===== config.mk =====
export PLATFORM = sky130hd
export DESIGN_NAME = dpvf_ctrl
export DESIGN_NICKNAME = d
export VERILOG_FILES = /design/src/rtl/dpvf_pkg.sv /design/src/rtl/dpvf_ctrl.sv
export SDC_FILE = /design/constraint.sdc
export NUM_CORES = 1
export LEC_CHECK = 0
export ABC_AREA = 1
export BUFFER_PORTS_ARGS = -buffer_cell sky130_fd_sc_hd__buf_2
export CORE_UTILIZATION = 30
export CTS_BUF_LIST = sky130_fd_sc_hd__clkbuf_8
export DETAILED_ROUTE_END_ITERATION = 8
export HOLD_SLACK_MARGIN = 0.03
export PLACE_DENSITY = 0.48
export SLEW_MARGIN = 20
export SYNTH_ARGS = -nofsm -noshare
export SYNTH_HDL_FRONTEND = slang
export SYNTH_SLANG_ARGS = --single-unit

===== constraint.sdc =====
create_clock -name aclk -period 4.6 [get_ports aclk]
set_input_delay 0.46 -clock aclk [delete_from_list [all_inputs] [get_ports aclk]]
set_output_delay 0.46 -clock aclk [all_outputs]
set_load 0.01 [all_outputs]

===== src/rtl/dpvf_pkg.sv =====
// Package of register map, field layout, reset values and timing for the output path control
package dpvf_pkg;
  localparam int ADDR_W = 8;
  localparam int DATA_W = 32;
  // Register byte offsets
  localparam logic [ADDR_W-1:0] OFS_PATH = 8'h00;
  localparam logic [ADDR_W-1:0] OFS_DELAY = 8'h04;
  localparam logic [ADDR_W-1:0] OFS_GAIN = 8'h08;
  localparam logic [ADDR_W-1:0] OFS_COMMIT = 8'h0C;
  localparam logic [ADDR_W-1:0] OFS_RAMP = 8'h10;
  localparam logic [ADDR_W-1:0] OFS_FILT = 8'h14;
  localparam logic [ADDR_W-1:0] OFS_STAT = 8'h18;
  // Path control fields
  localparam int B_GLOBAL = 0;
  localparam int B_REFOFF = 1;
  localparam int B_EN0 = 2;
  localparam int B_FLIP0 = 4;
  localparam int B_DLYON = 6;
  localparam logic [6:0] PATH_RST = 7'h40;
  // Delay length in milliseconds, 1 s after reset
  localparam int DLY_W = 16;
  localparam real DELAY_DEFAULT_S = 1.0;
  localparam logic [DLY_W-1:0] DELAY_RST = DLY_W'(int'(DELAY_DEFAULT_S * 1000.0));
  localparam real CLK_HZ = 100.0e6;
  localparam real MS_S = 1.0e-3;
  localparam int MS_CYCLES = int'(MS_S * CLK_HZ);
  // Gain fields: attenuation code, 0.5 dB per count, 0 is 0 dB, 255 is -127.5 dB
  localparam int GW = 8;
  localparam int G_MUTE = 8;
  localparam int G_CH1 = 16;
  localparam logic [GW-1:0] ATT_MAX = 8'hFF;
  localparam logic [GW-1:0] ATT_UNITY = 8'h00;
  // Ramp fields: step interval is 2**rate cycles
  localparam int RW = 4;
  localparam int R_FALL = 8;
  localparam logic [RW-1:0] RATE_RST = 4'h4;
  // Filter fields
  localparam int F_IN_SEL = 0;
  localparam int F_IN_HP = 2;
  localparam int F_OUT_SEL = 4;
  localparam int F_OUT_HP = 7;
  localparam int F_DE_ON = 8;
  localparam int F_DE_RATE = 9;
  localparam int F_FS = 12;
  localparam logic [15:0] FILT_RST = 16'h0000;
  // Sample rate codes
  localparam logic [3:0] FS_32K = 4'h0;
  localparam logic [3:0] FS_44K1 = 4'h1;
  localparam logic [3:0] FS_48K = 4'h2;
  localparam logic [3:0] FS_88K2 = 4'h3;
  localparam logic [3:0] FS_192K = 4'h6;
  localparam logic [3:0] FS_768K = 4'hA;
  // Output roll-off kinds, phase in the low bit of the select
  localparam logic [1:0] RO_FAST = 2'h0;
  localparam logic [1:0] RO_SLOW = 2'h1;
  localparam logic [1:0] RO_BAL = 2'h2;
  // De-emphasis coefficient sets
  localparam logic [1:0] DE_32K = 2'h0;
  localparam logic [1:0] DE_44K1 = 2'h1;
  localparam logic [1:0] DE_48K = 2'h2;
  // Strap choices for hardware mode
  localparam logic [1:0] HW_IN_SEL1 = 2'h2;
  localparam logic [2:0] HW_OUT_SEL1 = 3'h4;
  localparam logic [1:0] RESP_OKAY = 2'h0;
  localparam logic [1:0] RESP_SLVERR = 2'h2;
  typedef enum logic [1:0] {ST_OFF, ST_SETTLE, ST_LIVE} dpvf_settle_t;
endpackage


===== src/rtl/dpvf_ctrl.sv =====
// Output path enable, startup settling, volume ramp and filter selection behind an AXI4-Lite slave
module dpvf_ctrl
  import dpvf_pkg::*;
#(
  parameter int MS_CYC = MS_CYCLES
) (
  // Clock and reset
  input wire logic aclk,
  input wire logic aresetn,
  // AXI4-Lite write address and data
  input wire logic [dpvf_pkg::ADDR_W-1:0] s_axil_awaddr,
  input wire logic s_axil_awvalid,
  output logic s_axil_awready,
  input wire logic [dpvf_pkg::DATA_W-1:0] s_axil_wdata,
  input wire logic [3:0] s_axil_wstrb,
  input wire logic s_axil_wvalid,
  output logic s_axil_wready,
  // AXI4-Lite write response
  output logic [1:0] s_axil_bresp,
  output logic s_axil_bvalid,
  input wire logic s_axil_bready,
  // AXI4-Lite read
  input wire logic [dpvf_pkg::ADDR_W-1:0] s_axil_araddr,
  input wire logic s_axil_arvalid,
  output logic s_axil_arready,
  output logic [dpvf_pkg::DATA_W-1:0] s_axil_rdata,
  output logic [1:0] s_axil_rresp,
  output logic s_axil_rvalid,
  input wire logic s_axil_rready,
  // Mode straps
  input wire logic hw_mode,
  input wire logic strap_filter_pin,
  // Sample path
  input wire logic [31:0] in_sample0,
  input wire logic [31:0] in_sample1,
  output logic [31:0] out_sample0,
  output logic [31:0] out_sample1,
  // Converter controls
  output logic [1:0] out_path_active,
  output logic [15:0] out_gain_now,
  output logic [1:0] out_silence_now,
  // Filter controls
  output logic [1:0] in_filter_now,
  output logic in_highpass_now,
  output logic [2:0] out_filter_now,
  output logic out_highpass_now,
  output logic emphasis_undo_now,
  output logic [1:0] emphasis_undo_set
);
  import dpvf_pkg::*;

  // Software-visible state
  logic [6:0] path_reg;
  logic [DLY_W-1:0] delay_reg;
  logic [31:0] gain_reg;
  logic [15:0] ramp_reg;
  logic [15:0] filt_reg;

  // AXI handshake state
  logic aw_full_reg, w_full_reg;
  logic [ADDR_W-1:0] aw_addr_reg;
  logic [31:0] w_data_reg;
  logic [3:0] w_strb_reg;
  logic bvalid_reg, rvalid_reg;
  logic [1:0] bresp_reg, rresp_reg;
  logic [31:0] rdata_reg;

  // Byte-lane merge, used by every writable register
  function automatic logic [31:0] lane_merge(input logic [31:0] old, input logic [31:0] nw,
                                             input logic [3:0] strb);
    logic [31:0] res;
    res = old;
    for (int i = 0; i < 4; i++) begin
      if (strb[i]) begin
        res[i*8 +: 8] = nw[i*8 +: 8];
      end
    end
    return res;
  endfunction

  // Address is mapped when it hits one of the seven words
  function automatic logic addr_known(input logic [ADDR_W-1:0] a);
    return (a == OFS_PATH) || (a == OFS_DELAY) || (a == OFS_GAIN) || (a == OFS_COMMIT) ||
           (a == OFS_RAMP) || (a == OFS_FILT) || (a == OFS_STAT);
  endfunction

  // Write channel: address and data accepted in either order, then one response
  wire do_write = aw_full_reg && w_full_reg && !bvalid_reg;
  wire wr_ok = addr_known(aw_addr_reg) && (aw_addr_reg != OFS_STAT);
  assign s_axil_awready = !aw_full_reg && !bvalid_reg;
  assign s_axil_wready = !w_full_reg && !bvalid_reg;
  assign s_axil_bvalid = bvalid_reg;
  assign s_axil_bresp = bresp_reg;
  // Merged words keep old contents in the lanes that the strobe leaves out
  wire [31:0] path_word = lane_merge(32'(path_reg), w_data_reg, w_strb_reg);
  wire [31:0] delay_word = lane_merge(32'(delay_reg), w_data_reg, w_strb_reg);
  wire [31:0] gain_word = lane_merge(gain_reg, w_data_reg, w_strb_reg);
  wire [31:0] ramp_word = lane_merge(32'(ramp_reg), w_data_reg, w_strb_reg);
  wire [31:0] filt_word = lane_merge(32'(filt_reg), w_data_reg, w_strb_reg);
  wire wr_path = do_write && aw_addr_reg == OFS_PATH;
  wire wr_delay = do_write && aw_addr_reg == OFS_DELAY;
  wire wr_gain = do_write && aw_addr_reg == OFS_GAIN;
  wire wr_ramp = do_write && aw_addr_reg == OFS_RAMP;
  wire wr_filt = do_write && aw_addr_reg == OFS_FILT;
  // Commit is a pulse only; nothing is stored, so it always reads back zero
  wire commit = do_write && aw_addr_reg == OFS_COMMIT && w_strb_reg[0] && w_data_reg[0];

  // Holding registers clear when the response is raised; new beats wait until it has been taken
  always_ff @(posedge aclk) begin
    if (!aresetn) begin
      aw_full_reg <= 1'b0;
      w_full_reg <= 1'b0;
      aw_addr_reg <= '0;
      w_data_reg <= '0;
      w_strb_reg <= '0;
      bvalid_reg <= 1'b0;
      bresp_reg <= RESP_OKAY;
    end else begin
      if (s_axil_awvalid && s_axil_awready) begin
        aw_full_reg <= 1'b1;
        aw_addr_reg <= s_axil_awaddr;
      end
      if (s_axil_wvalid && s_axil_wready) begin
        w_full_reg <= 1'b1;
        w_data_reg <= s_axil_wdata;
        w_strb_reg <= s_axil_wstrb;
      end
      if (do_write) begin
        aw_full_reg <= 1'b0;
        w_full_reg <= 1'b0;
        bvalid_reg <= 1'b1;
        bresp_reg <= wr_ok ? RESP_OKAY : RESP_SLVERR;
      end else if (bvalid_reg && s_axil_bready) begin
        bvalid_reg <= 1'b0;
      end
    end
  end

  // Register stores; byte enables honoured per lane
  always_ff @(posedge aclk) begin
    if (!aresetn) begin
      path_reg <= PATH_RST;
      delay_reg <= DELAY_RST;
      gain_reg <= '0;
      ramp_reg <= {4'h0, RATE_RST, 4'h0, RATE_RST};
      filt_reg <= FILT_RST;
    end else begin
      if (wr_path) path_reg <= path_word[6:0];
      if (wr_delay) delay_reg <= delay_word[DLY_W-1:0];
      if (wr_gain) gain_reg <= gain_word;
      if (wr_ramp) ramp_reg <= ramp_word[15:0];
      if (wr_filt) filt_reg <= filt_word[15:0];
    end
  end

  // Settling sequencer: off until requested, then a millisecond count, then live
  dpvf_settle_t st_reg, st_next;
  logic [31:0] tick_reg;
  logic [DLY_W-1:0] ms_reg;
  wire ref_off = path_reg[B_REFOFF];
  wire [1:0] ch_en = hw_mode ? 2'b11 : path_reg[B_EN0 +: 2];
  wire glob_en = hw_mode || path_reg[B_GLOBAL];
  wire want = !ref_off && glob_en && (|ch_en);
  wire dly_done = !path_reg[B_DLYON] || (ms_reg >= delay_reg);

  // Shutdown drops back to off so the next enable settles again
  always_comb begin
    st_next = st_reg;
    case (st_reg)
      ST_OFF: if (want) st_next = ST_SETTLE;
      ST_SETTLE: begin
        if (ref_off) st_next = ST_OFF;
        else if (want && dly_done) st_next = ST_LIVE;
      end
      ST_LIVE: if (ref_off) st_next = ST_OFF;
      default: st_next = ST_OFF;
    endcase
  end

  // Counter holds while enables are withdrawn mid-settle rather than restarting
  always_ff @(posedge aclk) begin
    if (!aresetn) begin
      st_reg <= ST_OFF;
      tick_reg <= '0;
      ms_reg <= '0;
    end else begin
      st_reg <= st_next;
      if (st_reg != ST_SETTLE) begin
        tick_reg <= '0;
        ms_reg <= '0;
      end else if (want && tick_reg == 32'(MS_CYC - 1)) begin
        tick_reg <= '0;
        if (ms_reg != {DLY_W{1'b1}}) ms_reg <= ms_reg + 1'b1;
      end else if (want) begin
        tick_reg <= tick_reg + 1'b1;
      end
    end
  end

  // Channels pass audio only once settled; the port copy is registered
  wire live = (st_reg == ST_LIVE) && want;
  wire [1:0] act_now = live ? ch_en : 2'b00;

  // Pending gain: software field until commit, forced to unity in hardware mode
  logic [GW-1:0] tgt_reg [2];
  logic [GW-1:0] cur_reg [2];
  logic [15:0] rtick_reg [2];
  logic [1:0] mute_tgt_reg;
  wire [RW-1:0] rise_rate = ramp_reg[RW-1:0];
  wire [RW-1:0] fall_rate = ramp_reg[R_FALL +: RW];

  // Ramp step interval from a rate field
  function automatic logic [15:0] rate_span(input logic [RW-1:0] r);
    return 16'(16'h0001 << r);
  endfunction

  // Each channel steps one 0.5 dB count per interval toward its committed target
  always_ff @(posedge aclk) begin
    if (!aresetn) begin
      mute_tgt_reg <= 2'b00;
      for (int c = 0; c < 2; c++) begin
        tgt_reg[c] <= ATT_UNITY;
        cur_reg[c] <= ATT_UNITY;
        rtick_reg[c] <= '0;
      end
    end else begin
      for (int c = 0; c < 2; c++) begin
        if (hw_mode) begin
          tgt_reg[c] <= ATT_UNITY;
          mute_tgt_reg[c] <= 1'b0;
        end else if (commit) begin
          tgt_reg[c] <= gain_reg[c*G_CH1 +: GW];
          mute_tgt_reg[c] <= gain_reg[c*G_CH1 + G_MUTE];
        end
        if (cur_reg[c] == eff_tgt(c)) begin
          rtick_reg[c] <= '0;
        end else if (rtick_reg[c] >= rate_span(cur_reg[c] > eff_tgt(c) ? rise_rate : fall_rate) - 1'b1) begin
          rtick_reg[c] <= '0;
          // Lower code is louder: a falling code is a rising gain
          cur_reg[c] <= cur_reg[c] > eff_tgt(c) ? cur_reg[c] - 1'b1 : cur_reg[c] + 1'b1;
        end else begin
          rtick_reg[c] <= rtick_reg[c] + 1'b1;
        end
      end
    end
  end

  // Mute ramps to full attenuation before the path is silenced
  function automatic logic [GW-1:0] eff_tgt(input int c);
    return mute_tgt_reg[c] ? ATT_MAX : tgt_reg[c];
  endfunction

  // Busy while off target; silence waits for the ramp to reach the floor
  wire [1:0] ramping = {cur_reg[1] != eff_tgt(1), cur_reg[0] != eff_tgt(0)};
  wire [1:0] silent = {mute_tgt_reg[1] && !ramping[1], mute_tgt_reg[0] && !ramping[0]};

  // Sample path: negate on request, zero when inactive or silenced
  function automatic logic [31:0] shape(input logic [31:0] s, input logic flip, input logic pass);
    logic [31:0] v;
    v = flip ? 32'(-s) : s;
    return pass ? v : 32'h0000_0000;
  endfunction

  // Registered so the strap input never reaches a port combinationally
  always_ff @(posedge aclk) begin
    if (!aresetn) begin
      out_sample0 <= '0;
      out_sample1 <= '0;
      out_path_active <= 2'b00;
      out_gain_now <= '0;
      out_silence_now <= 2'b00;
    end else begin
      out_sample0 <= shape(in_sample0, path_reg[B_FLIP0], act_now[0] && !silent[0]);
      out_sample1 <= shape(in_sample1, path_reg[B_FLIP0 + 1], act_now[1] && !silent[1]);
      out_path_active <= act_now;
      out_gain_now <= {cur_reg[1], cur_reg[0]};
      out_silence_now <= silent;
    end
  end

  // Filter choice: strap in hardware mode, separate fields in register mode
  wire [3:0] fs = filt_reg[F_FS +: 4];
  wire [1:0] in_sel = hw_mode ? (strap_filter_pin ? HW_IN_SEL1 : 2'h0) : filt_reg[F_IN_SEL +: 2];
  wire [2:0] out_sel = hw_mode ? (strap_filter_pin ? HW_OUT_SEL1 : 3'h0) : filt_reg[F_OUT_SEL +: 3];
  wire [1:0] ro = out_sel[2:1];
  wire slow_ok = (fs >= FS_44K1) && (fs <= FS_192K);
  wire bal_ok = (fs >= FS_88K2) && (fs <= FS_768K);
  wire ro_ok = (ro == RO_FAST) || (ro == RO_SLOW && slow_ok) || (ro == RO_BAL && bal_ok);
  // Unavailable roll-off falls back to fast with the same phase
  wire [2:0] out_eff = ro_ok ? out_sel : {RO_FAST, out_sel[0]};
  wire de_rate_ok = fs <= FS_48K;
  wire de_on = !hw_mode && filt_reg[F_DE_ON] && de_rate_ok;
  wire [1:0] de_set = (fs == FS_32K) ? DE_32K : (filt_reg[F_DE_RATE] ? DE_48K : DE_44K1);

  always_ff @(posedge aclk) begin
    if (!aresetn) begin
      in_filter_now <= 2'h0;
      in_highpass_now <= 1'b0;
      out_filter_now <= 3'h0;
      out_highpass_now <= 1'b0;
      emphasis_undo_now <= 1'b0;
      emphasis_undo_set <= DE_32K;
    end else begin
      in_filter_now <= in_sel;
      in_highpass_now <= hw_mode || filt_reg[F_IN_HP];
      out_filter_now <= out_eff;
      out_highpass_now <= !hw_mode && filt_reg[F_OUT_HP];
      emphasis_undo_now <= de_on;
      emphasis_undo_set <= de_set;
    end
  end

  // Read channel: one outstanding read, data one cycle after the address
  wire [31:0] stat_word = {cur_reg[1], cur_reg[0], 8'h00, !ro_ok, |ramping, silent,
                           st_reg == ST_SETTLE, live, act_now};
  // Read decode; the commit word and holes read as zero
  logic [31:0] rd_mux;
  always_comb begin
    case (s_axil_araddr)
      OFS_PATH: rd_mux = 32'(path_reg);
      OFS_DELAY: rd_mux = 32'(delay_reg);
      OFS_GAIN: rd_mux = gain_reg;
      OFS_RAMP: rd_mux = 32'(ramp_reg);
      OFS_FILT: rd_mux = 32'(filt_reg);
      OFS_STAT: rd_mux = stat_word;
      default: rd_mux = 32'h0000_0000;
    endcase
  end

  assign s_axil_arready = !rvalid_reg;
  assign s_axil_rvalid = rvalid_reg;
  assign s_axil_rdata = rdata_reg;
  assign s_axil_rresp = rresp_reg;

  // Read data captured at the address handshake, held until taken
  always_ff @(posedge aclk) begin
    if (!aresetn) begin
      rvalid_reg <= 1'b0;
      rdata_reg <= '0;
      rresp_reg <= RESP_OKAY;
    end else if (s_axil_arvalid && s_axil_arready) begin
      rvalid_reg <= 1'b1;
      rdata_reg <= rd_mux;
      rresp_reg <= addr_known(s_axil_araddr) ? RESP_OKAY : RESP_SLVERR;
    end else if (rvalid_reg && s_axil_rready) begin
      rvalid_reg <= 1'b0;
    end
  end

endmodule


==> run metrics <==
status=finished, final reports clean; CTS tree=done; Crit. End Element=flop; Tightest Pin Transition=0.919 ns; Worst Setup Start Kind=flop; Tot GR Track Use=0.183; row count=92; fmax=238 MHz; top cells by area, synth=dfxtp_1, edfxtp_1, nand2_1; flop-to-flop setup slack=0.40 ns; GPL Wtd Cong=0.899; Post-Syn Instances=2592; Clk Latency, worst-skew pair=0.66 ns; largest net degree at the start of global routing=83; NumNets Final=3139; drt pass-1 iters=5; Critical Path AT=4.60 ns; vias=18100; most used flip-flop cell after synthesis=dfxtp_1; port bufs=257; R2R Path Start=mute_tgt_reg[0]; count leader, synth=nand2_1; Worst Hold Path Cells=3; r2r worst-path depth=26; clock net sink count=379; Worst Hold Class=input port to flop; final setup fails=0; register area share after synthesis=0.425; Hold WS=0.0770 ns; Placeable Area=63400 µm²; largest fanout on the critical path=15; Worst Setup Slack, final=0.405 ns; drt total wl=61000 µm; critical path's slowest cell=dfxtp_2; drt wl/cell=15.9 µm; critical path class=flop to flop; CTS Buf Count=74; first-pass GRT wire length=96000 µm; YS warnings=0; Slew HR=0.386; Reg clk slew, reported paths=0.06 ns; min Tclk post-route=4.20 ns; Power Density=445 nW/µm²; total grt overflow=0; Synth Cell Area=19300 µm²; Synth top area share=0.326; Max clock buf depth=3; Layout area overhead=21.4%; vias per cell=4.73; clock skew=0.0307 ns; crit path launch=mute_tgt_reg[0]; Die H=256 µm; slowest stage delay, CP=0.36 ns; synth cell count leaders=nand2_1, nor2_1, dfxtp_1, inv_1, a21oi_1; htree depth=3; Synth Register Bits=379; DP Worst Slack=0.204 ns; Max-Cap Viols=0; CP dominant cell by count=nand2_1; fin crit share=0.912; Synth cell types=61; Crit. path cell count=26; initial antenna violation count=2; maximum vdd drop=250 µV; Die Area=65500 µm²; IO Count=260; reg2reg end=cur_reg[0][7]; Crit path max-delay family=simple AND/OR/NAND/NOR gates; DRT iter0 DRCs=995; Initial Util=0.305; Setup crit end=cur_reg[0][7]; fraction of layout cells with a size suffix above 1=0.153; CP required=5.00 ns; Slew Viols, Final=0; die span in x=256 µm; Pleak=10.1 nW; post-route ant nets=0; Post-synth EDFFs=64; root buffer cell=clkbuf_8; hpwl dp=45700 µm; DRC violation count after routing=0; dominant cell type by area after synthesis=dfxtp_1; Hold Fails Final Rpt=0; crit path buf inv count=3; vias in the first global route=17500; ys async rst share=0; synthesized area per cell=7.46 µm²
[placed cells by master (no fill, tap or decap), types with 5 or more instances in the layout]
master | synthesis | layout
buf_2 | 15 | 256
dlygate4sd3_1 | 0 | 34
clkbuf_8 | 0 | 87
inv_1 | 291 | 306
o21ai_0 | 179 | 179
nand3_1 | 107 | 107
ha_1 | 84 | 83
clkinv_2 | 2 | 10
or2_2 | 10 | 10
xor2_1 | 66 | 66
buf_4 | 4 | 24
nand2_2 | 8 | 10
nor4_1 | 25 | 25
nor2_2 | 8 | 9
nor3_2 | 4 | 6
nor3_1 | 57 | 55
o22ai_1 | 12 | 12
nand2_1 | 480 | 478
o211ai_1 | 11 | 11
edfxtp_1 | 64 | 64
a211oi_1 | 25 | 25
conb_1 | 2 | 36
o21ai_2 | 5 | 5
dfxtp_1 | 315 | 313
o21ai_1 | 5 | 5
inv_2 | 5 | 6
a21oi_2 | 5 | 5
xnor2_1 | 27 | 27
a31oi_1 | 6 | 6
nand4_1 | 35 | 35
a21oi_1 | 249 | 249
nor2_1 | 355 | 354
clkinv_1 | 3 | 12
nor3b_1 | 10 | 10
[what timing repair did]
item	4_1_cts	5_1_grt
hold buffers	34	0
setup buffers	0	8
resized for setup	0	8
endpoints found under the hold margin	34	0
setup endpoints to repair	0	64
[where the power goes]
| part | leakage [nW] | total (mW) | internal [mW] | switching [mW] |
|---|---|---|---|---|
| clock network | 0.828 | 3.50 | 1.95 | 1.55 |
| registers | 3.23 | 3.84 | 3.65 | 0.185 |
| logic | 6.01 | 3.12 | 1.19 | 1.93 |
| total | 10.1 | 10.5 | 6.80 | 3.66 |
[cell type report]
class                   instances  area, µm²
diodes                          2       5.00
clock buffers                  87       1200
clock inverters                43        305
fillers                      6731      39900
inverters                     302       1140
multi-input cells            1856       9740
flip-flops and latches        379       8230
well taps                     846       1060
repair buffers                315       1810
[worst min path at each step]
stage	from	endpoint	slack [ns]
after global routing	s_axil_wdata[12]	w_data_reg[12]	0.07
after CTS	s_axil_wdata[12]	w_data_reg[12]	0.03
after floorplan	gain_reg[10]	gain_reg[10]	0.42
after detailed placement	gain_reg[9]	gain_reg[9]	0.44
after global placement	gain_reg[10]	gain_reg[10]	0.43
final	s_axil_wdata[26]	w_data_reg[26]	0.08
[metal layers]
metal | part of all wire | global-route usage | vias up
met5 | 0 | 0 | -
met4 | 0.025 | 0.0640 | 0
met3 | 0.046 | 0.0300 | 99
met2 | 0.46 | 0.299 | 447
li1 | - | - | 9201
met1 | 0.47 | 0.242 | 8374
[through the flow]
stage	std cells	power [mW]	setup TNS (ns)	utilization	cell area, µm²
3_3_place_gp	3656	6.88	0	0.340	21600
6_report	3830	10.5	0	0.370	23500
3_5_place_dp	3656	6.93	0	0.340	21600
2_1_floorplan	2626	6.11	0	-	19500
4_1_cts	3820	10.5	0	0.369	23400
5_1_grt	3830	11.2	-0.000141	0.370	23500
[worst register-to-register path, cell delays in order (launching register included)]
cell and delay [ns]:
dfxtp_2 0.36, or2_2 0.30, ha_1 0.18, o21bai_1 0.14, nand2_1 0.07, nand2_1 0.07, nand2_1 0.05, nand2_1 0.19
nand2_2 0.16, nand2_1 0.11, nand2_2 0.12, inv_2 0.14, nor2_2 0.07, nand2_1 0.10, ha_2 0.27, nand2_1 0.12
o21ai_0 0.20, ha_1 0.27, nand2_1 0.10, o21ai_0 0.10, a21oi_1 0.16, nand3_1 0.16, nand3_1 0.10, buf_4 0.21
nand2_1 0.10, nand2_1 0.06, inv_1 0.03
[kinds of logic (layout without fill, tap and decap cells)]
kind of cell / Yosys count / count (layout) / share of synthesized area
simple gates: 1121 / 1121 / 0.251
compound gates: 520 / 520 / 0.146
buf+inv: 391 / 747 / 0.0786
flops: 379 / 379 / 0.425
xor+xnor: 93 / 93 / 0.0421
fa+ha+maj: 86 / 86 / 0.0564
other cells: 2 / 38 / 0.000388
(Power assumes the default switching activity.)
